[config.mk]
export PLATFORM = sky130hd
export DESIGN_NAME = ssic_top
export DESIGN_NICKNAME = d
export VERILOG_FILES = /design/src/verilog/ssic_pkg.sv /design/src/verilog/ssic_top.sv
export VERILOG_INCLUDE_DIRS = /design/src /design/src/verilog
export SDC_FILE = /design/constraint.sdc
export NUM_CORES = 1
export LEC_CHECK = 0
export ABC_AREA = 1
export ABC_CLOCK_PERIOD_IN_PS = 1700
export BUFFER_PORTS_ARGS = -buffer_cell sky130_fd_sc_hd__clkbuf_2
export CAP_MARGIN = 30
export CORE_ASPECT_RATIO = 2
export CORE_MARGIN = 2
export CORE_UTILIZATION = 39
export CTS_BUF_LIST = sky130_fd_sc_hd__clkbuf_4 sky130_fd_sc_hd__clkbuf_8
export DETAILED_ROUTE_END_ITERATION = 6
export PLACE_DENSITY = 0.59
export SLEW_MARGIN = 20
export SYNTH_ARGS = -nofsm -noshare
export SYNTH_HDL_FRONTEND = slang
export SYNTH_SLANG_ARGS = --single-unit
[constraint.sdc]
create_clock -name ref_clk -period 1.7 [get_ports ref_clk]
set_clock_uncertainty 0.1 [all_clocks]
set_input_delay 0.085 -clock ref_clk [delete_from_list [all_inputs] [get_ports ref_clk]]
set_output_delay 0.085 -clock ref_clk [all_outputs]
set_load 0.01 [all_outputs]
[src/verilog/ssic_consts.svh]
// Constants for the six source interrupt controller.
`ifndef SSIC_CONSTS_SVH
`define SSIC_CONSTS_SVH
`define SSIC_ADDR_ENABLE 3'h0
`define SSIC_ADDR_PRIO 3'h1
`define SSIC_ADDR_TIMER_CTL 3'h2
`define SSIC_ADDR_UART_CTL 3'h3
`define SSIC_ADDR_POWER_CTL 3'h4
`define SSIC_IE_EXT0 0
`define SSIC_IE_TMR0 1
`define SSIC_IE_EXT1 2
`define SSIC_IE_TMR1 3
`define SSIC_IE_UART 4
`define SSIC_IE_GLOBAL 7
`define SSIC_TC_EXT0_EDGE 0
`define SSIC_TC_EXT0_FLAG 1
`define SSIC_TC_EXT1_EDGE 2
`define SSIC_TC_EXT1_FLAG 3
`define SSIC_TC_TMR0_FLAG 5
`define SSIC_TC_TMR1_FLAG 7
`define SSIC_UC_RX 0
`define SSIC_UC_TX 1
`define SSIC_PC_WARN_EN 3
`define SSIC_PC_WARN_FLAG 5
`define SSIC_RESET_BYTE 8'h00
`define SSIC_PRIO_MASK 8'h1F
`define SSIC_VEC_BASE 8'h03
`define SSIC_VEC_STEP 8'h08
`endif

[src/verilog/ssic_pkg.sv]
// Types shared by the interrupt controller.
package ssic_pkg;
  // Vector index in natural order; the warning source takes index 5.
  typedef enum logic [2:0]
  {
    SSIC_SRC_EXT0,
    SSIC_SRC_TMR0,
    SSIC_SRC_EXT1,
    SSIC_SRC_TMR1,
    SSIC_SRC_UART,
    SSIC_SRC_WARN
  } ssic_src_t;
  typedef enum logic [1:0]
  {
    SSIC_ST_IDLE,
    SSIC_ST_REQ
  } ssic_state_t;
endpackage

[src/verilog/ssic_top.sv]
// Six source interrupt controller with three priority levels.
//
// Decided for this implementation: the address-and-strobe port and the address map.
`timescale 1ns/100ps
`include "ssic_consts.svh"
module ssic_top
(
  input wire logic ref_clk,
  input wire logic arst_n,
  input wire logic mc_tick,
  input wire logic ext0_pin_n,
  input wire logic ext1_pin_n,
  input wire logic tmr0_overflow,
  input wire logic tmr1_overflow,
  input wire logic uart_rx_done,
  input wire logic uart_tx_done,
  input wire logic supply_low,
  input wire logic [2:0] reg_addr,
  input wire logic [7:0] reg_wdata,
  input wire logic reg_wr,
  input wire logic reg_rd,
  output logic [7:0] reg_rdata,
  output logic irq_req,
  output logic [2:0] irq_index,
  output logic [7:0] irq_vector,
  input wire logic cpu_ack,
  input wire logic return_from_irq,
  output logic [2:0] in_service
);
  import ssic_pkg::*;

  logic ext0_s1_r, ext0_s2_r, ext1_s1_r, ext1_s2_r;
  logic low_s1_r, low_s2_r;
  logic ext0_smp_r, ext1_smp_r, ext0_prev_r, ext1_prev_r;
  logic [7:0] irq_enable_reg;
  logic [7:0] irq_priority_reg;
  logic ext0_edge_mode, ext1_edge_mode;
  logic ext0_flag, ext1_flag, tmr0_overflow_flag, tmr1_overflow_flag;
  logic uart_rx_done_flag, uart_tx_done_flag;
  logic power_warn_flag, power_warn_enable;
  logic ext0_lock_r, ext1_lock_r;
  logic [2:0] in_service_r;
  ssic_state_t state_r;
  ssic_src_t win_src;
  logic win_valid, win_hi, win_warn;
  logic [5:0] pend;
  logic [5:0] hi_req, lo_req;
  logic [2:0] src_level_r;
  logic wr_tc, wr_uc, wr_pc, ack_ok;

  // Pins come from outside; two flops before any logic looks at them.
  always_ff @(posedge ref_clk or negedge arst_n)
  begin
    if (!arst_n)
    begin
      ext0_s1_r <= 1'b1;
      ext0_s2_r <= 1'b1;
      ext1_s1_r <= 1'b1;
      ext1_s2_r <= 1'b1;
      low_s1_r <= 1'b0;
      low_s2_r <= 1'b0;
    end
    else
    begin
      ext0_s1_r <= ext0_pin_n;
      ext0_s2_r <= ext0_s1_r;
      ext1_s1_r <= ext1_pin_n;
      ext1_s2_r <= ext1_s1_r;
      low_s1_r <= supply_low;
      low_s2_r <= low_s1_r;
    end
  end

  always_ff @(posedge ref_clk or negedge arst_n)
  begin
    if (!arst_n)
    begin
      ext0_smp_r <= 1'b1;
      ext1_smp_r <= 1'b1;
      ext0_prev_r <= 1'b1;
      ext1_prev_r <= 1'b1;
    end
    else if (mc_tick)
    begin
      if (irq_enable_reg[`SSIC_IE_EXT0])
      begin
        ext0_prev_r <= ext0_smp_r;
        ext0_smp_r <= ext0_s2_r;
      end
      if (irq_enable_reg[`SSIC_IE_EXT1])
      begin
        ext1_prev_r <= ext1_smp_r;
        ext1_smp_r <= ext1_s2_r;
      end
    end
  end

  assign wr_tc = reg_wr && (reg_addr == `SSIC_ADDR_TIMER_CTL);
  assign wr_uc = reg_wr && (reg_addr == `SSIC_ADDR_UART_CTL);
  assign wr_pc = reg_wr && (reg_addr == `SSIC_ADDR_POWER_CTL);
  // An ack only counts against a live, presented winner, so a stray ack
  // can never clear the default source's flag.
  assign ack_ok = cpu_ack && irq_req && win_valid
    && (state_r == SSIC_ST_REQ);

  always_ff @(posedge ref_clk or negedge arst_n)
  begin
    if (!arst_n)
      irq_enable_reg <= `SSIC_RESET_BYTE;
    else if (reg_wr && reg_addr == `SSIC_ADDR_ENABLE)
      irq_enable_reg <= reg_wdata;
  end

  always_ff @(posedge ref_clk or negedge arst_n)
  begin
    if (!arst_n)
      irq_priority_reg <= `SSIC_RESET_BYTE;
    else if (reg_wr && reg_addr == `SSIC_ADDR_PRIO)
      irq_priority_reg <= reg_wdata & `SSIC_PRIO_MASK;
  end

  always_ff @(posedge ref_clk or negedge arst_n)
  begin
    if (!arst_n)
    begin
      ext0_edge_mode <= 1'b0;
      ext1_edge_mode <= 1'b0;
    end
    else if (wr_tc)
    begin
      ext0_edge_mode <= reg_wdata[`SSIC_TC_EXT0_EDGE];
      ext1_edge_mode <= reg_wdata[`SSIC_TC_EXT1_EDGE];
    end
  end

  // Edge mode ignores the pin from detection until a return comes while src_level_r still names the source.
  always_ff @(posedge ref_clk or negedge arst_n)
  begin
    if (!arst_n)
    begin
      ext0_lock_r <= 1'b0;
      ext1_lock_r <= 1'b0;
    end
    else
    begin
      if (ext0_flag && ext0_edge_mode)
        ext0_lock_r <= 1'b1;
      else if (return_from_irq && src_level_r == 3'(SSIC_SRC_EXT0))
        ext0_lock_r <= 1'b0;
      if (ext1_flag && ext1_edge_mode)
        ext1_lock_r <= 1'b1;
      else if (return_from_irq && src_level_r == 3'(SSIC_SRC_EXT1))
        ext1_lock_r <= 1'b0;
    end
  end

  // External flags: level mode follows the sampled pin, edge mode latches.
  always_ff @(posedge ref_clk or negedge arst_n)
  begin
    if (!arst_n)
    begin
      ext0_flag <= 1'b0;
      ext1_flag <= 1'b0;
    end
    else
    begin
      if (ack_ok && win_src == SSIC_SRC_EXT0)
        ext0_flag <= 1'b0;
      else if (wr_tc)
        ext0_flag <= reg_wdata[`SSIC_TC_EXT0_FLAG];
      else if (!ext0_edge_mode && irq_enable_reg[`SSIC_IE_EXT0])
        ext0_flag <= !ext0_smp_r;
      else if (ext0_edge_mode && !ext0_lock_r && ext0_prev_r && !ext0_smp_r)
        ext0_flag <= 1'b1;
      if (ack_ok && win_src == SSIC_SRC_EXT1)
        ext1_flag <= 1'b0;
      else if (wr_tc)
        ext1_flag <= reg_wdata[`SSIC_TC_EXT1_FLAG];
      else if (!ext1_edge_mode && irq_enable_reg[`SSIC_IE_EXT1])
        ext1_flag <= !ext1_smp_r;
      else if (ext1_edge_mode && !ext1_lock_r && ext1_prev_r && !ext1_smp_r)
        ext1_flag <= 1'b1;
    end
  end

  always_ff @(posedge ref_clk or negedge arst_n)
  begin
    if (!arst_n)
    begin
      tmr0_overflow_flag <= 1'b0;
      tmr1_overflow_flag <= 1'b0;
    end
    else
    begin
      if (ack_ok && win_src == SSIC_SRC_TMR0)
        tmr0_overflow_flag <= 1'b0;
      else if (tmr0_overflow)
        tmr0_overflow_flag <= 1'b1;
      else if (wr_tc)
        tmr0_overflow_flag <= reg_wdata[`SSIC_TC_TMR0_FLAG];
      if (ack_ok && win_src == SSIC_SRC_TMR1)
        tmr1_overflow_flag <= 1'b0;
      else if (tmr1_overflow)
        tmr1_overflow_flag <= 1'b1;
      else if (wr_tc)
        tmr1_overflow_flag <= reg_wdata[`SSIC_TC_TMR1_FLAG];
    end
  end

  // serial flags, cleared by software only
  always_ff @(posedge ref_clk or negedge arst_n)
  begin
    if (!arst_n)
    begin
      uart_rx_done_flag <= 1'b0;
      uart_tx_done_flag <= 1'b0;
    end
    else
    begin
      if (uart_rx_done)
        uart_rx_done_flag <= 1'b1;
      else if (wr_uc)
        uart_rx_done_flag <= reg_wdata[`SSIC_UC_RX];
      if (uart_tx_done)
        uart_tx_done_flag <= 1'b1;
      else if (wr_uc)
        uart_tx_done_flag <= reg_wdata[`SSIC_UC_TX];
    end
  end

  // Warning flag: set wins over the read clear, so a low supply refills it.
  always_ff @(posedge ref_clk or negedge arst_n)
  begin
    if (!arst_n)
    begin
      power_warn_flag <= 1'b0;
      power_warn_enable <= 1'b0;
    end
    else
    begin
      if (wr_pc)
        power_warn_enable <= reg_wdata[`SSIC_PC_WARN_EN];
      // set while low, clear on read
      if (low_s2_r)
        power_warn_flag <= 1'b1;
      else if (reg_rd && reg_addr == `SSIC_ADDR_POWER_CTL)
        power_warn_flag <= 1'b0;
    end
  end

  assign pend[0] = irq_enable_reg[`SSIC_IE_GLOBAL]
    && irq_enable_reg[`SSIC_IE_EXT0] && ext0_flag;
  assign pend[1] = irq_enable_reg[`SSIC_IE_GLOBAL]
    && irq_enable_reg[`SSIC_IE_TMR0] && tmr0_overflow_flag;
  assign pend[2] = irq_enable_reg[`SSIC_IE_GLOBAL]
    && irq_enable_reg[`SSIC_IE_EXT1] && ext1_flag;
  assign pend[3] = irq_enable_reg[`SSIC_IE_GLOBAL]
    && irq_enable_reg[`SSIC_IE_TMR1] && tmr1_overflow_flag;
  assign pend[4] = irq_enable_reg[`SSIC_IE_GLOBAL]
    && irq_enable_reg[`SSIC_IE_UART]
    && (uart_rx_done_flag || uart_tx_done_flag);
  assign pend[5] = power_warn_enable && power_warn_flag;

  genvar gi;
  generate
    for (gi = 0; gi < 5; gi++)
    begin : g_split
      assign hi_req[gi] = pend[gi] && irq_priority_reg[gi];
      assign lo_req[gi] = pend[gi] && !irq_priority_reg[gi];
    end
  endgenerate
  assign hi_req[5] = 1'b0;
  assign lo_req[5] = 1'b0;

  always_comb
  begin
    win_src = SSIC_SRC_EXT0;
    win_valid = 1'b0;
    win_hi = 1'b0;
    win_warn = 1'b0;
    if (pend[5] && !in_service_r[2])
    begin
      win_src = SSIC_SRC_WARN;
      win_valid = 1'b1;
      win_warn = 1'b1;
    end
    else if (|hi_req && !in_service_r[2] && !in_service_r[1])
    begin
      win_valid = 1'b1;
      win_hi = 1'b1;
      for (int i = 4; i >= 0; i--)
        if (hi_req[i])
          win_src = ssic_src_t'(3'(i));
    end
    else if (|lo_req && in_service_r == 3'h0)
    begin
      win_valid = 1'b1;
      for (int i = 4; i >= 0; i--)
        if (lo_req[i])
          win_src = ssic_src_t'(3'(i));
    end
  end

  always_ff @(posedge ref_clk or negedge arst_n)
  begin
    if (!arst_n)
    begin
      state_r <= SSIC_ST_IDLE;
      irq_req <= 1'b0;
      irq_index <= 3'h0;
      irq_vector <= 8'h00;
    end
    else
    begin
      case (state_r)
        SSIC_ST_IDLE:
          state_r <= SSIC_ST_REQ;
        SSIC_ST_REQ:
          if (ack_ok)
            state_r <= SSIC_ST_IDLE;
        default:
          state_r <= SSIC_ST_IDLE;
      endcase
      // The request tracks the live winner so a dropped level source
      // withdraws itself before the CPU takes it.
      irq_req <= win_valid && !ack_ok && !return_from_irq;
      irq_index <= 3'(win_src);
      irq_vector <= `SSIC_VEC_BASE + 8'(`SSIC_VEC_STEP * 8'(win_src));
    end
  end

  // in-service levels: bit 0 low, 1 high, 2 warning
  always_ff @(posedge ref_clk or negedge arst_n)
  begin
    if (!arst_n)
    begin
      in_service_r <= 3'h0;
      src_level_r <= 3'h0;
    end
    else if (ack_ok && win_valid && irq_req)
    begin
      src_level_r <= 3'(win_src);
      if (win_warn)
        in_service_r[2] <= 1'b1;
      else if (win_hi)
        in_service_r[1] <= 1'b1;
      else
        in_service_r[0] <= 1'b1;
    end
    else if (return_from_irq)
    begin
      if (in_service_r[2])
        in_service_r[2] <= 1'b0;
      else if (in_service_r[1])
        in_service_r[1] <= 1'b0;
      else
        in_service_r[0] <= 1'b0;
    end
  end

  assign in_service = in_service_r;

  // Read data stands one cycle after the strobe; unmapped reads give zero.
  always_ff @(posedge ref_clk or negedge arst_n)
  begin
    if (!arst_n)
      reg_rdata <= 8'h00;
    else if (reg_rd)
      case (reg_addr)
        `SSIC_ADDR_ENABLE: reg_rdata <= irq_enable_reg;
        `SSIC_ADDR_PRIO: reg_rdata <= irq_priority_reg;
        `SSIC_ADDR_TIMER_CTL: reg_rdata <= {tmr1_overflow_flag, 1'b0,
          tmr0_overflow_flag, 1'b0, ext1_flag, ext1_edge_mode,
          ext0_flag, ext0_edge_mode};
        `SSIC_ADDR_UART_CTL: reg_rdata <= {6'h00, uart_tx_done_flag,
          uart_rx_done_flag};
        `SSIC_ADDR_POWER_CTL: reg_rdata <= {2'h0, power_warn_flag, 1'b0,
          power_warn_enable, 3'h0};
        default: reg_rdata <= 8'h00;
      endcase
    else
      reg_rdata <= 8'h00;
  end
endmodule // ssic_top
# Word-level counts from Yosys, hierarchy flattened
# Index checks and enable logic that the tools add are counted.
[classes]
addsub = 1
mul = 0
n_div = 0
magnitude_cmp = 0
n_eq_ne = 16
shifts = 0
mux = 55
n_bitwise = 0
reduce_logical = 92
[op_table]
columns = ["cell", "count"]
rows = [
  ["$logic_and 1x1->1", 54],
  ["$mux 3", 15],
  ["$pmux 8 s5", 1],
  ["$mux 1", 34],
  ["$eq 3x2->1 const B", 5],
  ["$logic_not 1->1", 15],
  ["$logic_not 3->1", 4],
  ["$reduce_bool 2->1", 6],
  ["$ne 2x2->1 const B", 5],
  ["$reduce_or 5->1", 2],
  ["$mux 8", 1],
  ["$reduce_bool 4->1", 2],
  ["$add 2x6->7 const A", 1],
  ["$eq 3x1->1 const B", 2],
  ["$mux 2", 3],
  ["$reduce_and 2->1", 3],
  ["$reduce_bool 3->1", 2],
  ["$reduce_and 5->1", 1],
  ["$ne 2x1->1 const B", 2],
  ["$pmux 2 s2", 1],
  ["$reduce_and 4->1", 1],
  ["$eq 3x3->1 const B", 1],
  ["$eq 2x1->1 const B", 1],
  ["$logic_not 2->1", 1],
  ["$logic_or 1x1->1", 1],
]
[totals]
reg_bits = 62
latchBits = 0
ramBits = 0
mem_bits_ro = 0
output_inout_bits = 23
wordCells = 197
mem_count = 0

# Longest topological paths before layout
# Gate-level depths: netlist of the first run.
[logic_depth]
word_depth = 14
ltp_mapped = 12
ltp_nobuf = 11

# Worst setup path after synthesis of the first run
# OpenSTA, ideal clock, no wires.
[synth_timing]
kind = "register to register"
startpoint = "reg in_service_r[2] (netlist: in_service[2])"
endpoint = "reg ext0_flag"
setup_ns = 0.121
arrival_time_ns = 1.401
required_time_ns = 1.479
setup_slack_ns = 0.078
path_stages_with_launch = 11
period_less_slack_ns = 1.622
path_cell_list = "dfrtp_1 -> nor2_4 -> inv_1 -> nor2_2 -> inv_1 -> a21oi_4 -> nor2_2 -> nor2_2 -> nand2_1 -> nor2_1 -> nor2_1"
[synth_between]
elab_chain_cells = 9
word_cells_on_any_way = 18
[synth_rtl]
columns = ["element", "line", "text"]
rows = [
  ["start: declaration", "ssic_top.sv:42", "logic [2:0] in_service_r;"],
  ["start signal: assignment", "ssic_top.sv:337", "in_service_r <= 3'h0;"],
  ["start signal: assignment", "ssic_top.sv:344", "in_service_r[2] <= 1'b1;"],
  ["start signal: assignment", "ssic_top.sv:353", "in_service_r[2] <= 1'b0;"],
  ["$logic_not 3->1 / $logic_not 1->1 (equally long branches)", "ssic_top.sv:295, ssic_top.sv:281, ssic_top.sv:287", ""],
  ["$logic_and 1x1->1, on equally long branches", "ssic_top.sv:295, ssic_top.sv:287", ""],
  ["$mux 1 / $logic_and 1x1->1 (equally long branches)", "ssic_top.sv:295, ssic_top.sv:287", ""],
  ["$mux 1", "ssic_top.sv:287", "else if (|hi_req && !in_service_r[2] && !in_service_r[1])"],
  ["$mux 1", "ssic_top.sv:281", "if (pend[5] && !in_service_r[2])"],
  ["$logic_and 1x1->1", "ssic_top.sv:103", "assign ack_ok = cpu_ack && irq_req && win_valid"],
  ["$logic_and 1x1->1", "ssic_top.sv:104", "&& (state_r == SSIC_ST_REQ);"],
  ["$logic_and 1x1->1 (*)", "ssic_top.sv:167", "if (ack_ok && win_src == SSIC_SRC_EXT0)"],
  ["$reduce_bool 4->1 (no source line) / $mux 1 (equally long branches)", "-", ""],
  ["end signal: assignment", "ssic_top.sv:170", "ext0_flag <= reg_wdata[`SSIC_TC_EXT0_FLAG];"],
  ["end signal: assignment", "ssic_top.sv:172", "ext0_flag <= !ext0_smp_r;"],
  ["end: declaration", "ssic_top.sv:38", "logic ext0_flag, ext1_flag, tmr0_overflow_flag, tmr1_overflow_flag;"],
]
# Mark *: on every way between the ends. The rest lies on a longest branch, timed or not.
# A chain may end at the register's enable or synchronous reset.

# Final worst setup path of the first run
[layout_timing]
startpoint = "reg irq_enable_reg[7]"
endpoint = "reg ext0_flag"
[layout_between]
elab_chain_cells = 14
word_cells_on_any_way = 47
[layout_rtl]
columns = ["element", "line", "text"]
rows = [
  ["start: declaration", "ssic_top.sv:35", "logic [7:0] irq_enable_reg;"],
  ["start signal: assignment", "ssic_top.sv:109", "irq_enable_reg <= `SSIC_RESET_BYTE;"],
  ["start signal: assignment", "ssic_top.sv:111", "irq_enable_reg <= reg_wdata;"],
  ["$logic_and 1x1->1 (2 in a row)", "ssic_top.sv:259", "assign pend[4] = irq_enable_reg[`SSIC_IE_GLOBAL]"],
  ["$logic_and 1x1->1", "ssic_top.sv:269", "assign lo_req[gi] = pend[gi] && !irq_priority_reg[gi];"],
  ["$mux 3 (5 in a row)", "ssic_top.sv:299", "if (lo_req[i])"],
  ["$mux 3", "ssic_top.sv:295", "else if (|lo_req && in_service_r == 3'h0)"],
  ["$mux 3", "ssic_top.sv:287", ""],
  ["$mux 3", "ssic_top.sv:281", ""],
  ["$logic_not 3->1", "ssic_top.sv:167", ""],
  ["$logic_and 1x1->1 (*)", "ssic_top.sv:167", ""],
  ["$reduce_bool 4->1 (no source line) / $mux 1 (equally long branches)", "-", ""],
]
# Marked as above.

==> results.tsv, run 1 <==
stage	metric	value	unit
sta	FMAX	562	MHz
status	failing checks	negative setup slack	
sta	worst setup margin	-0.0779	ns
synth	post-synthesis register bit count	55	
setup_path	CP max stage delay	0.40	ns
pwr	Sw Ratio	34.2	%
global_routing	initial antenna violation count	0	
route	Pre-Repair DR Iteration Count	4	
clock_tree	CTS root buf	clkbuf_8	
setup_path	CP top delay family	simple AND/OR/NAND/NOR gates	
pwr	Leak	0.00186	uW
status	status	finished with violations	
global_routing	largest net degree at the start of global routing	22	
setup_path	Setup CP Type	reg -> reg	
setup_path	Critical Path End	ext0_flag	
final_layout	Final nets	431	
pwr	Switching Power	1390	uW
global_routing	number of global-route vias before repair	2524	
setup_path	WP data required	1.80	ns
route	DRT iter0 DRCs	58	
floorplan	Die H	121	um
placed_design	Port Buf Inserts	44	
global_routing	first-pass GRT wire length	11.7	mm
route	drc violations	0	
floorplan	die area	7530	um^2
synth	Area contributors post-synth	dfrtp_1 44%, dfstp_2 7.9%, nand2_1 7.1%	
pwr	internal power	2690	uW
route	Via density	4.87	
synth	Seq/Total Area, Yosys	52.2	%
sta	Max-slew headroom	65.6	%
route	WL/cell	14.4	um
placed_design	GP Congestion	0.874	
sta	crit path time final	1.78	ns
sta	final period utilization	105	%
setup_path	Data arrival, critical path	1.88	ns
final_layout	Finished Core Util	55.7	%
pwr	clock power share	21.9	%
sta	final number of setup-violating endpoints	10	
synth	mean post-synth cell area	8.74	um^2
clock_tree	worst-skew pair later-pin latency	0.32	ns
pwr	Pwr Density	1110	nW/um^2
route	vias	2409	
setup_path	worst path buffer plus inverter count	1	
setup_path	CP max-delay cell	dfrtp_2	
floorplan	Starting Density	40.1	%
route	Final ANT Viol Nets	0	
sta	RSZ-0062 raised after global routing	yes	
clock_tree	CTS tree	done	
synth	Distinct cells, synth	31	
floorplan	Rows	42	
final_layout	number of diodes	0	
setup_path	WP depth	10	
synth	cell taking the most area after synthesis	dfrtp_1	
final_layout	Design Area, Final	3690	um^2
setup_path	worst reg2reg setup slack	-0.08	ns
floorplan	io pins	48	
pwr	Worst VDD drop	0.659	mV
final_layout	Filler Cells Inserted	637	
sta	fin. max-slew vios	0	
setup_path	crit end category	flip-flop	
setup_path	CP most frequent cell	nand3_1	
clock_tree	Clock Tree Buf Depth	2	
job	maxcap violations	0	
clock_tree	clk sinks	55	
sta	worst slew pin tran	0.516	ns
floorplan	Die X	62.4	um
global_routing	Total GRT Usage	20.3	%
clock_tree	CTS Buf Count	5	
final_layout	layout cells sized above 1	37.6	%
setup_path	cells along the critical path	buf_6 > nand2_4 > a21oi_4 > nand2_2 > nand3_4 > nand3_1 > nand3_1 > nand3_1 > nor2_1 > nor2_1	
route	WL final	7.15	mm
clock_tree	Clock H-tree levels	2	
setup_path	FF-to-FF End	ext0_flag	
synth	Syn Inst Count	304	
setup_path	CP startpoint kind	flip-flop	
final_layout	Layout area overhead	39.0	%
global_routing	grt ovf	0	
setup_path	CP Launch Point	irq_enable_reg[7]	
setup_path	worst reg2reg path startpoint	irq_enable_reg[7]	
pwr	Sequential Power Share	43.7	%
hold_path	worst hold path type	in -> reg	
setup_path	cell depth of the worst flop-to-flop path	10	
clock_tree	Clock Pin Slew Worst Setup and Hold Paths	0.09	ns
sta	final hold violations	0	
synth	Yosys top cell area share	44.3	%
placed_design	placed inst area	3140	um^2
synth	yosys warns	0	
floorplan	Core Footprint	6620	um^2
setup_path	CP max FO	5	
synth	Netlist Area Pre-Place	2660	um^2
placed_design	Final HPWL DP	5.40	mm
pwr	Logic pwr share	34.4	%
cell type report:
cell class              count  area (um^2)  share of cell area (%)
clock buffers               7         83.8                    2.27
repair buffers            102          719                    19.5
flip-flops and latches     55         1390                    37.6
inverters                  46          175                    4.75
well taps                  88          110                    2.98
multi-input cells         196         1180                    32.1
clock inverters             1         30.0                   0.814
stage by stage:
step	setup slack [ns]	hold WS [ns]	power [uW]	TNS, ns	cells
after floorplan	0.0785	-0.311	2440	0	306
after global placement	-0.126	-0.0241	2910	-0.803	457
after detailed placement	-0.145	-0.0231	2930	-1.14	457
after CTS	-0.0934	0.00586	3980	-0.310	493
after global routing	-0.166	0.0156	4330	-1.63	495
final	-0.0779	0.0130	4080	-0.410	495
worst reg2reg max path: stages, from the launching register on:
cell and delay, ns:
dfrtp_2 0.40, buf_6 0.14, nand2_4 0.05, a21oi_4 0.22, nand2_2 0.10, nand3_4 0.11
nand3_1 0.09, nand3_1 0.18, nand3_1 0.13, nor2_1 0.11, nor2_1 0.05
cell families after synthesis:
family                 Yosys count  synth area share [%]
AND/OR/NAND/NOR                134                  25.2
AO/OA/AOI/OAI                   57                  12.9
flip-flops                      55                  52.2
buffers and inverters           55                  9.04
other                            2                 0.283
multiplexers                     1                 0.424
power groups by stage:
stage,clock network [uW],registers (uW),logic (uW)
after global routing,974,1810,1550
after CTS,929,1780,1270
after detailed placement,0,1820,1110
after global placement,0,1810,1100
final,895,1780,1410
after floorplan,0,1780,661
synth_stat cells (all sizes together):
library cell,number
a211oi,2
a221oi,3
buf,8
dfrtp,47
nor4,2
o211ai,1
clkbuf,1
nand3b,1
mux2,1
a21oi,16
o21ai,26
nand2,56
dfstp,8
o22ai,6
nor3,4
nand4,5
nor2,42
nand3,24
inv,46
o21bai,2
conb,2
o21a,1
placed cells by master (no fill, tap or decap):
cell,netlist,routed
nor2_2,12,9
nand3b_1,1,1
nand4_1,5,5
nor2_1,28,21
nor2_4,2,12
nand3_1,20,17
buf_4,7,34
o21ai_2,0,1
o21a_1,1,1
dlygate4sd3_1,0,21
inv_1,44,41
bufinv_16,0,1
nor4_1,2,2
nand2_2,3,8
a211oi_1,2,2
nor3_2,3,3
conb_1,2,4
o22ai_1,6,6
nor3_4,0,1
nand2_1,50,44
inv_2,2,4
clkbuf_2,0,44
nand3_2,4,4
a221oi_1,3,3
o21bai_1,2,2
a21oi_1,14,12
nand3_4,0,3
dfrtp_1,47,46
a21oi_4,2,2
clkbuf_8,0,5
clkbuf_4,0,2
a21oi_2,0,2
o211ai_1,1,1
buf_6,1,3
mux2_2,1,1
nand2_4,3,4
inv_4,0,1
dfrtp_2,0,1
dfstp_2,8,8
o21ai_0,26,25
how the worst min path moves through the flow:
stage	startpoint	endpoint	slack (ns)	cells after the start
2_1_floorplan	arst_n	ext0_edge_mode	-0.31	0
3_3_place_gp	arst_n	uart_rx_done_flag	-0.02	1
3_5_place_dp	arst_n	uart_rx_done_flag	-0.02	1
4_1_cts	reg_wr	power_warn_enable	0.006	3
5_1_grt	reg_wr	power_warn_enable	0.02	3
6_report	reg_wr	power_warn_enable	0.01	3
what timing repair did:
| item | 4_1_cts | 5_1_grt |
|---|---|---|
| hold endpoints to repair | 51 | 0 |
| setup buffers | 7 | 3 |
| pin swaps | 7 | 19 |
| gates resized for setup | 17 | 28 |
| setup endpoints to repair | 15 | 12 |
| hold buffers | 21 | 0 |
per-layer routing:
layer,vias to the layer above,routed length (um),track usage (%)
li1,1178,-,-
met5,-,0,0
met3,29,272,3.44
met2,77,3910,36.8
met1,1125,2450,19.6
met4,0,514,17.1
Power figures use the tool's default switching activity.
==> run 2, diff against run 1 <==
--- a/config.mk
+++ b/config.mk
@@ -6,7 +6,7 @@
 export SDC_FILE = /design/constraint.sdc
 export NUM_CORES = 1
 export LEC_CHECK = 0
-export ABC_AREA = 1
+export ABC_AREA = 0
 export ABC_CLOCK_PERIOD_IN_PS = 1700
 export BUFFER_PORTS_ARGS = -buffer_cell sky130_fd_sc_hd__clkbuf_2
 export CAP_MARGIN = 30
@@ -15,7 +15,7 @@
 export CORE_UTILIZATION = 39
 export CTS_BUF_LIST = sky130_fd_sc_hd__clkbuf_4 sky130_fd_sc_hd__clkbuf_8
 export DETAILED_ROUTE_END_ITERATION = 6
-export PLACE_DENSITY = 0.59
+export PLACE_DENSITY = 0.6
 export SLEW_MARGIN = 20
 export SYNTH_ARGS = -nofsm -noshare
 export SYNTH_HDL_FRONTEND = slang
==> run 2 against run 1 <==
  * The flow still finishes with violations (negative setup slack)
  * Clock power up 2%
  * Utilization is 2.3 points higher
  * Critical path depth decreased by 3
  * Sequential share of layout area rose by 0.36 points
  * Design area down 0.85%
  * Total power increased by 12%
  * Count of clock-buffer cells in the layout down 1
  * Synthesized cell count down 29%
  * Wire length decreased by 8.4%
  * Die area decreased by 3.6%
  * Largest cell class unchanged
  * Area after synthesis fell by 3.8%
  * Register-to-register slack lost 0.38 ns
==> results.tsv, run 2 <==
stage	metric	value	unit	change
synth	mean post-synth cell area	11.8	um^2	+35%
setup_path	Setup CP Type	reg -> reg		
global_routing	largest net degree at the start of global routing	35		+59%
sta	final period utilization	127	%	+22 points
floorplan	Die H	118	um	-1.9%
clock_tree	CTS Buf Count	5		unchanged
setup_path	CP Launch Point	irq_enable_reg[7]		
setup_path	CP startpoint kind	flip-flop		
synth	Seq/Total Area, Yosys	54.3	%	+2.1 points
synth	asr flop ratio synth	100	%	unchanged
setup_path	WP data required	1.81	ns	about the same
global_routing	initial antenna violation count	0		unchanged
synth	Distinct cells, synth	49		+58%
hold_path	worst hold path type	in -> reg		
setup_path	CP max FO	7		+2
status	failing checks	negative setup slack		
final_layout	most common cell after layout, fill and taps aside	buf_4		
synth	Synth Area in Compound Gates	11.5	%	-1.4 points
synth	yosys warns	0		unchanged
placed_design	Final HPWL DP	5.05	mm	-6.6%
setup_path	Data arrival, critical path	2.26	ns	+0.38 ns
synth	Area contributors post-synth	dfrtp_1 46%, mux2_2 9.7%, dfstp_2 8.2%		
job	maxcap violations	0		unchanged
global_routing	number of global-route vias before repair	2169		-14%
sta	worst setup margin	-0.453	ns	-0.375 ns
route	Pre-Repair DR Iteration Count	5		+1
floorplan	Rows	41		-2.4%
final_layout	register area	1390	um^2	about the same
floorplan	Core Footprint	6310	um^2	-4.7%
pwr	Worst VDD drop	0.830	mV	+26%
floorplan	io pins	48		unchanged
final_layout	Layout area overhead	43.2	%	
hold_path	worst hold path depth	2		-1
placed_design	Setup WS pre-CTS	-0.438	ns	-0.294 ns
sta	final hold violations	0		unchanged
route	drc violations	0		unchanged
setup_path	crit end category	flip-flop		
clock_tree	clk sinks	55		unchanged
setup_path	worst reg2reg path startpoint	irq_enable_reg[7]		
final_layout	Multi-input gate area	1150	um^2	-3.0%
sta	crit path time final	2.15	ns	+0.375 ns
clock_tree	worst-skew pair later-pin latency	0.31	ns	about the same
pwr	Pwr Density	1250	nW/um^2	+13%
final_layout	commonest non-fill, non-tap cells in the layout	47 x buf_4, 45 x dfrtp_1, 44 x clkbuf_2		
synth	post-synthesis register bit count	55		unchanged
global_routing	Total GRT Usage	20.1	%	-0.23 points
synth	Syn Inst Count	217		-29%
route	WL final	6.55	mm	-8.4%
clock_tree	CTS root buf	clkbuf_8		
status	status	finished with violations		
clock_tree	Clock Tree Buf Depth	2		unchanged
route	DRT iter0 DRCs	45		-22%
floorplan	die area	7250	um^2	-3.6%
final_layout	non-filler cells, final	419		-15%
synth	Top FF cell, synth	dfrtp_1		
placed_design	Port Buf Inserts	44		unchanged
floorplan	Die X	61.2	um	-1.8%
sta	RSZ-0062 raised after global routing	yes		
pwr	Leak	0.00169	uW	-8.9%
final_layout	Filler Cells Inserted	576		-9.6%
final_layout	number of diodes	0		unchanged
placed_design	GP Congestion	0.889		+1.7%
sta	final number of setup-violating endpoints	15		+5
global_routing	first-pass GRT wire length	10.7	mm	-8.2%
synth	number of synthesized flops with an enable pin	0		unchanged
route	vias	2096		-13%
synth	post-synthesis mux area share	14.2	%	+14 points
synth	Netlist Area Pre-Place	2550	um^2	-3.8%
route	WL/cell	15.6	um	+8.3%
synth	cell taking the most area after synthesis	dfrtp_1		
sta	FMAX	464	MHz	-17%
clock_tree	Clock Pin Slew Worst Setup and Hold Paths	0.10	ns	about the same
synth	Yosys top cell area share	46.0	%	+1.8 points
floorplan	Starting Density	40.5	%	+0.37 points
global_routing	grt ovf	0		unchanged
final_layout	layout cells sized above 1	48.9	%	+11 points
clock_tree	CTS tree	done		
synth	largest family of logic cells by synthesized area	simple AND/OR/NAND/NOR gates		
setup_path	cell depth of the worst flop-to-flop path	7		-3
route	Via density	5.00		+2.8%
placed_design	Inst Count DP	383		-16%
final_layout	Final nets	357		-17%
hold_path	worst min-delay path startpoint	reg_wdata[3]		
synth	adder-cell share of the synthesized area	0	%	unchanged
synth	Synth Area in Simple Gates	16.1	%	-9.1 points
clock_tree	Clock H-tree levels	2		unchanged
sta	fin. max-slew vios	0		unchanged
synth	Post-synth top cells	47 x dfrtp_1, 22 x mux2_2, 20 x nor2_1, 13 x nand2_1, 10 x nand3_1		
synth	top-count cell post-synth	dfrtp_1		
synth	Synth Area in XOR/XNOR	0	%	unchanged
route	Final ANT Viol Nets	0		unchanged
==> run 2: changes by cell type after synthesis, sizes merged, moves of 14 or more <==
cell | previous run | this run
nand3 | 24 | 10
inv | 46 | 5
o21ai | 26 | 4
mux2 | 1 | 22
nand2 | 56 | 13
nor2 | 42 | 20
==> run 2: kinds of logic after synthesis <==
family | count (synthesis)
and+or+nand+nor | 76
DFF | 55
AOI/OAI and AO/OA | 35
muxes | 31
buffers and inverters | 18
other | 2
==> run 2: layer usage <==
| metal | share of wire (%) | up-vias | GRT usage [%] |
|---|---|---|---|
| met1 | 36 | 1030 | 22.1 |
| li1 | - | 1000 | - |
| met3 | 2.3 | 15 | 2.95 |
| met5 | 0 | - | 0 |
| met2 | 57 | 51 | 34.2 |
| met4 | 5.0 | 0 | 11.7 |
==> run 2: worst paths after layout <==
kind | to | slack [ns]
min | irq_priority_reg[3] | 0.01
max in group asynchronous | ext1_smp_r | 0.79
min reg2reg | ext1_s2_r | 0.26
max | src_level_r[2] | -0.45
max reg2reg | src_level_r[2] | -0.45
min in group asynchronous | irq_enable_reg[6] | 0.12
==> run 2: where the power goes <==
| part | leakage [uW] | switching, uW | internal, uW | total (uW) |
|---|---|---|---|---|
| Clock | 0.0000618 | 427 | 485 | 911 |
| Sequential | 0.000643 | 252 | 1630 | 1880 |
| Combinational | 0.000987 | 783 | 996 | 1780 |
==> run 2: final cells by class <==
cell class / instances / share of cell area, %
tap: 86 / 2.94
clock buffer: 6 / 2.26
timing repair buffer: 119 / 23.9
multi-input combinational: 146 / 31.4
inverter: 5 / 0.513
sequential: 55 / 37.9
clock inverter: 2 / 1.06
==> run 2: worst max-delay path, stage by stage (launching register included) <==
cell	delay, ns
dfrtp_2	0.42
o211ai_1	0.16
buf_4	0.18
or3_4	0.35
and3_4	0.20
a21oi_4	0.23
buf_6	0.13
mux2_4	0.28
==> run 2: metrics by stage <==
step	TNS, ns	total power [uW]	hold slack, ns	area, um^2	utilization, %
after floorplan	-2.45	2710	-0.311	2570	-
after global placement	-3.92	3430	-0.0655	3200	50.8
after detailed placement	-4.28	3450	-0.0578	3200	50.8
after CTS	-3.47	4510	0.000258	3600	57.1
after global routing	-5.31	4840	0.0188	3660	58.0
final	-3.99	4570	0.0105	3660	58.0
==> run 2: what timing repair did <==
item,4_1_cts,5_1_grt
hold endpoints to repair,73,0
endpoints found under the setup margin,15,15
hold buffers,21,0
buffers inserted,3,5
gates resized for setup,11,8
pin swaps,4,8
==> run 3, diff against run 2 <==
--- a/config.mk
+++ b/config.mk
@@ -15,6 +15,7 @@
 export CORE_UTILIZATION = 39
 export CTS_BUF_LIST = sky130_fd_sc_hd__clkbuf_4 sky130_fd_sc_hd__clkbuf_8
 export DETAILED_ROUTE_END_ITERATION = 6
+export MAX_ROUTING_LAYER = met4
 export PLACE_DENSITY = 0.6
 export SLEW_MARGIN = 20
 export SYNTH_ARGS = -nofsm -noshare
==> run 3 against run 2 <==
  * The run still ends with negative setup slack left
  * First-iteration DRC count is 120% higher
  * Largest cell class unchanged
  * Via count rose by 0.67%
  * Die area unchanged
  * Critical endpoint unchanged
  * Flip-flop and latch count did not move
  * Global-route usage rose by 0.39 points
  * Maximum frequency rose by 0.70%
  * Count of clock-buffer cells in the layout did not move
  * Sequential share of layout area fell by 0.77 points
  * Setup slack better by 0.015 ns
  * Critical path type unchanged
  * Highest routed layer unchanged
==> results.tsv, run 3 (synthesis gave the netlist of run 2 again) <==
stage	metric	value	unit	change
clock_tree	Clock Pin Slew Worst Setup and Hold Paths	0.10	ns	about the same
setup_path	Setup CP Type	reg -> reg		
sta	final period utilization	126	%	-0.88 points
global_routing	first-pass GRT wire length	10.6	mm	-1.3%
pwr	Worst VDD drop	0.848	mV	+2.2%
route	Final ANT Viol Nets	0		unchanged
placed_design	GP Congestion	0.905		+1.7%
pwr	Pwr Density	1230	nW/um^2	-1.6%
sta	hold_ws	0.0130	ns	+0.00256 ns
hold_path	worst hold path depth	3		+1
floorplan	Rows	41		unchanged
route	Via density	4.98		-0.52%
setup_path	CP Launch Point	in_service[2]		
floorplan	Starting Density	40.5	%	unchanged
global_routing	Total GRT Usage	20.5	%	+0.39 points
placed_design	Final HPWL DP	5.00	mm	-0.91%
setup_path	crit end category	flip-flop		
route	Pre-Repair DR Iteration Count	4		-1
placed_design	Setup WS pre-CTS	-0.430	ns	+0.00873 ns
floorplan	Die X	61.2	um	unchanged
clock_tree	CTS Buf Count	5		unchanged
sta	final number of setup-violating endpoints	14		-1
pwr	total power	4600	uW	+0.48%
final_layout	layout cells sized above 1	50.9	%	+1.9 points
final_layout	Layout area overhead	46.3	%	
final_layout	most common cell after layout, fill and taps aside	buf_4		
status	failing checks	negative setup slack		
setup_path	cell depth of the worst flop-to-flop path	6		-1
final_layout	number of diodes	0		unchanged
route	WL/cell	15.4	um	-1.5%
route	DRT iter0 DRCs	101		+120%
route	WL final	6.53	mm	-0.27%
setup_path	worst reg2reg path startpoint	in_service[2]		
clock_tree	Clock H-tree levels	2		unchanged
final_layout	Final nets	362		+1.4%
floorplan	die area	7250	um^2	unchanged
clock_tree	worst-skew pair later-pin latency	0.32	ns	about the same
clock_tree	clk sinks	55		unchanged
job	maxcap violations	0		unchanged
global_routing	initial antenna violation count	0		unchanged
sta	fin. max-slew vios	0		unchanged
sta	worst setup margin	-0.438	ns	+0.0149 ns
global_routing	largest net degree at the start of global routing	34		-2.9%
setup_path	Data arrival, critical path	2.26	ns	about the same
floorplan	Die H	118	um	unchanged
floorplan	io pins	48		unchanged
hold_path	worst min-delay path startpoint	reg_addr[1]		
global_routing	number of global-route vias before repair	2129		-1.8%
floorplan	Core Footprint	6310	um^2	unchanged
sta	final hold violations	0		unchanged
route	vias	2110		+0.67%
pwr	Leak	0.00172	uW	+1.4%
route	drc violations	0		unchanged
setup_path	CP max FO	5		-2
placed_design	Port Buf Inserts	44		unchanged
clock_tree	CTS root buf	clkbuf_8		
global_routing	grt ovf	0		unchanged
final_layout	commonest non-fill, non-tap cells in the layout	50 x buf_4, 44 x dfrtp_1, 44 x clkbuf_2		
status	status	finished with violations		
setup_path	CP startpoint kind	flip-flop		
clock_tree	CTS tree	done		
clock_tree	Clock Tree Buf Depth	2		unchanged
setup_path	WP data required	1.82	ns	about the same
sta	RSZ-0062 raised after global routing	yes		
sta	crit path time final	2.14	ns	-0.0149 ns
sta	FMAX	468	MHz	+0.70%
hold_path	worst hold path type	in -> reg		
[run 3: power by group]
part | total (uW) | switching, uW | internal (uW)
combinational | 1800 | 787 | 1020
clock | 922 | 437 | 485
sequential | 1870 | 238 | 1630
[run 3: worst paths after layout]
kind / endpoint / slack [ns]
max: src_level_r[2] / -0.44
min: reg_rdata[4] / 0.01
max reg2reg: src_level_r[2] / -0.44
min reg2reg: ext1_s2_r / 0.26
max in group asynchronous: ext1_smp_r / 0.84
min in group asynchronous: irq_enable_reg[6] / 0.10
[run 3: per-layer routing]
layer / routed length [um] / up-vias / global-route usage [%]
met1: 2450 / 1040 / 22.9
li1: - / 1012 / -
met2: 3760 / 50 / 35.2
met5: 0 / - / -
met4: 139 / 0 / 7.20
met3: 186 / 8 / 3.06
[run 3: critical path: stages (launching register included)]
cell and delay, ns:
dfrtp_2 0.42, or2_4 0.25, or3_4 0.39, and3_4 0.21, a21oi_4 0.22, buf_12 0.15, mux2_4 0.29
[run 3: layout make-up]
class	count	area, um^2
sequential	55	1390
inverter	5	26.3
multi-input combinational	146	1160
fill	555	2570
timing repair buffer	124	931
clock inverter	2	38.8
clock buffer	6	82.6
tap	86	108
[run 3: repair_timing]
action,4_1_cts,5_1_grt
hold endpoints to repair,75,0
hold buffers,24,0
pin swaps,7,7
cloned,0,0
setup buffers,6,7
endpoints found under the setup margin,15,16
gates resized for setup,13,17
[run 3: per-stage QoR]
step	std cells	cell area [um^2]	util [%]	setup TNS, ns
3_5_place_dp	382	3200	50.7	-4.09
3_3_place_gp	382	3200	50.7	-3.52
2_1_floorplan	219	2570	-	-2.45
4_1_cts	420	3640	57.8	-3.42
6_report	424	3740	59.3	-3.65
5_1_grt	424	3740	59.3	-4.59
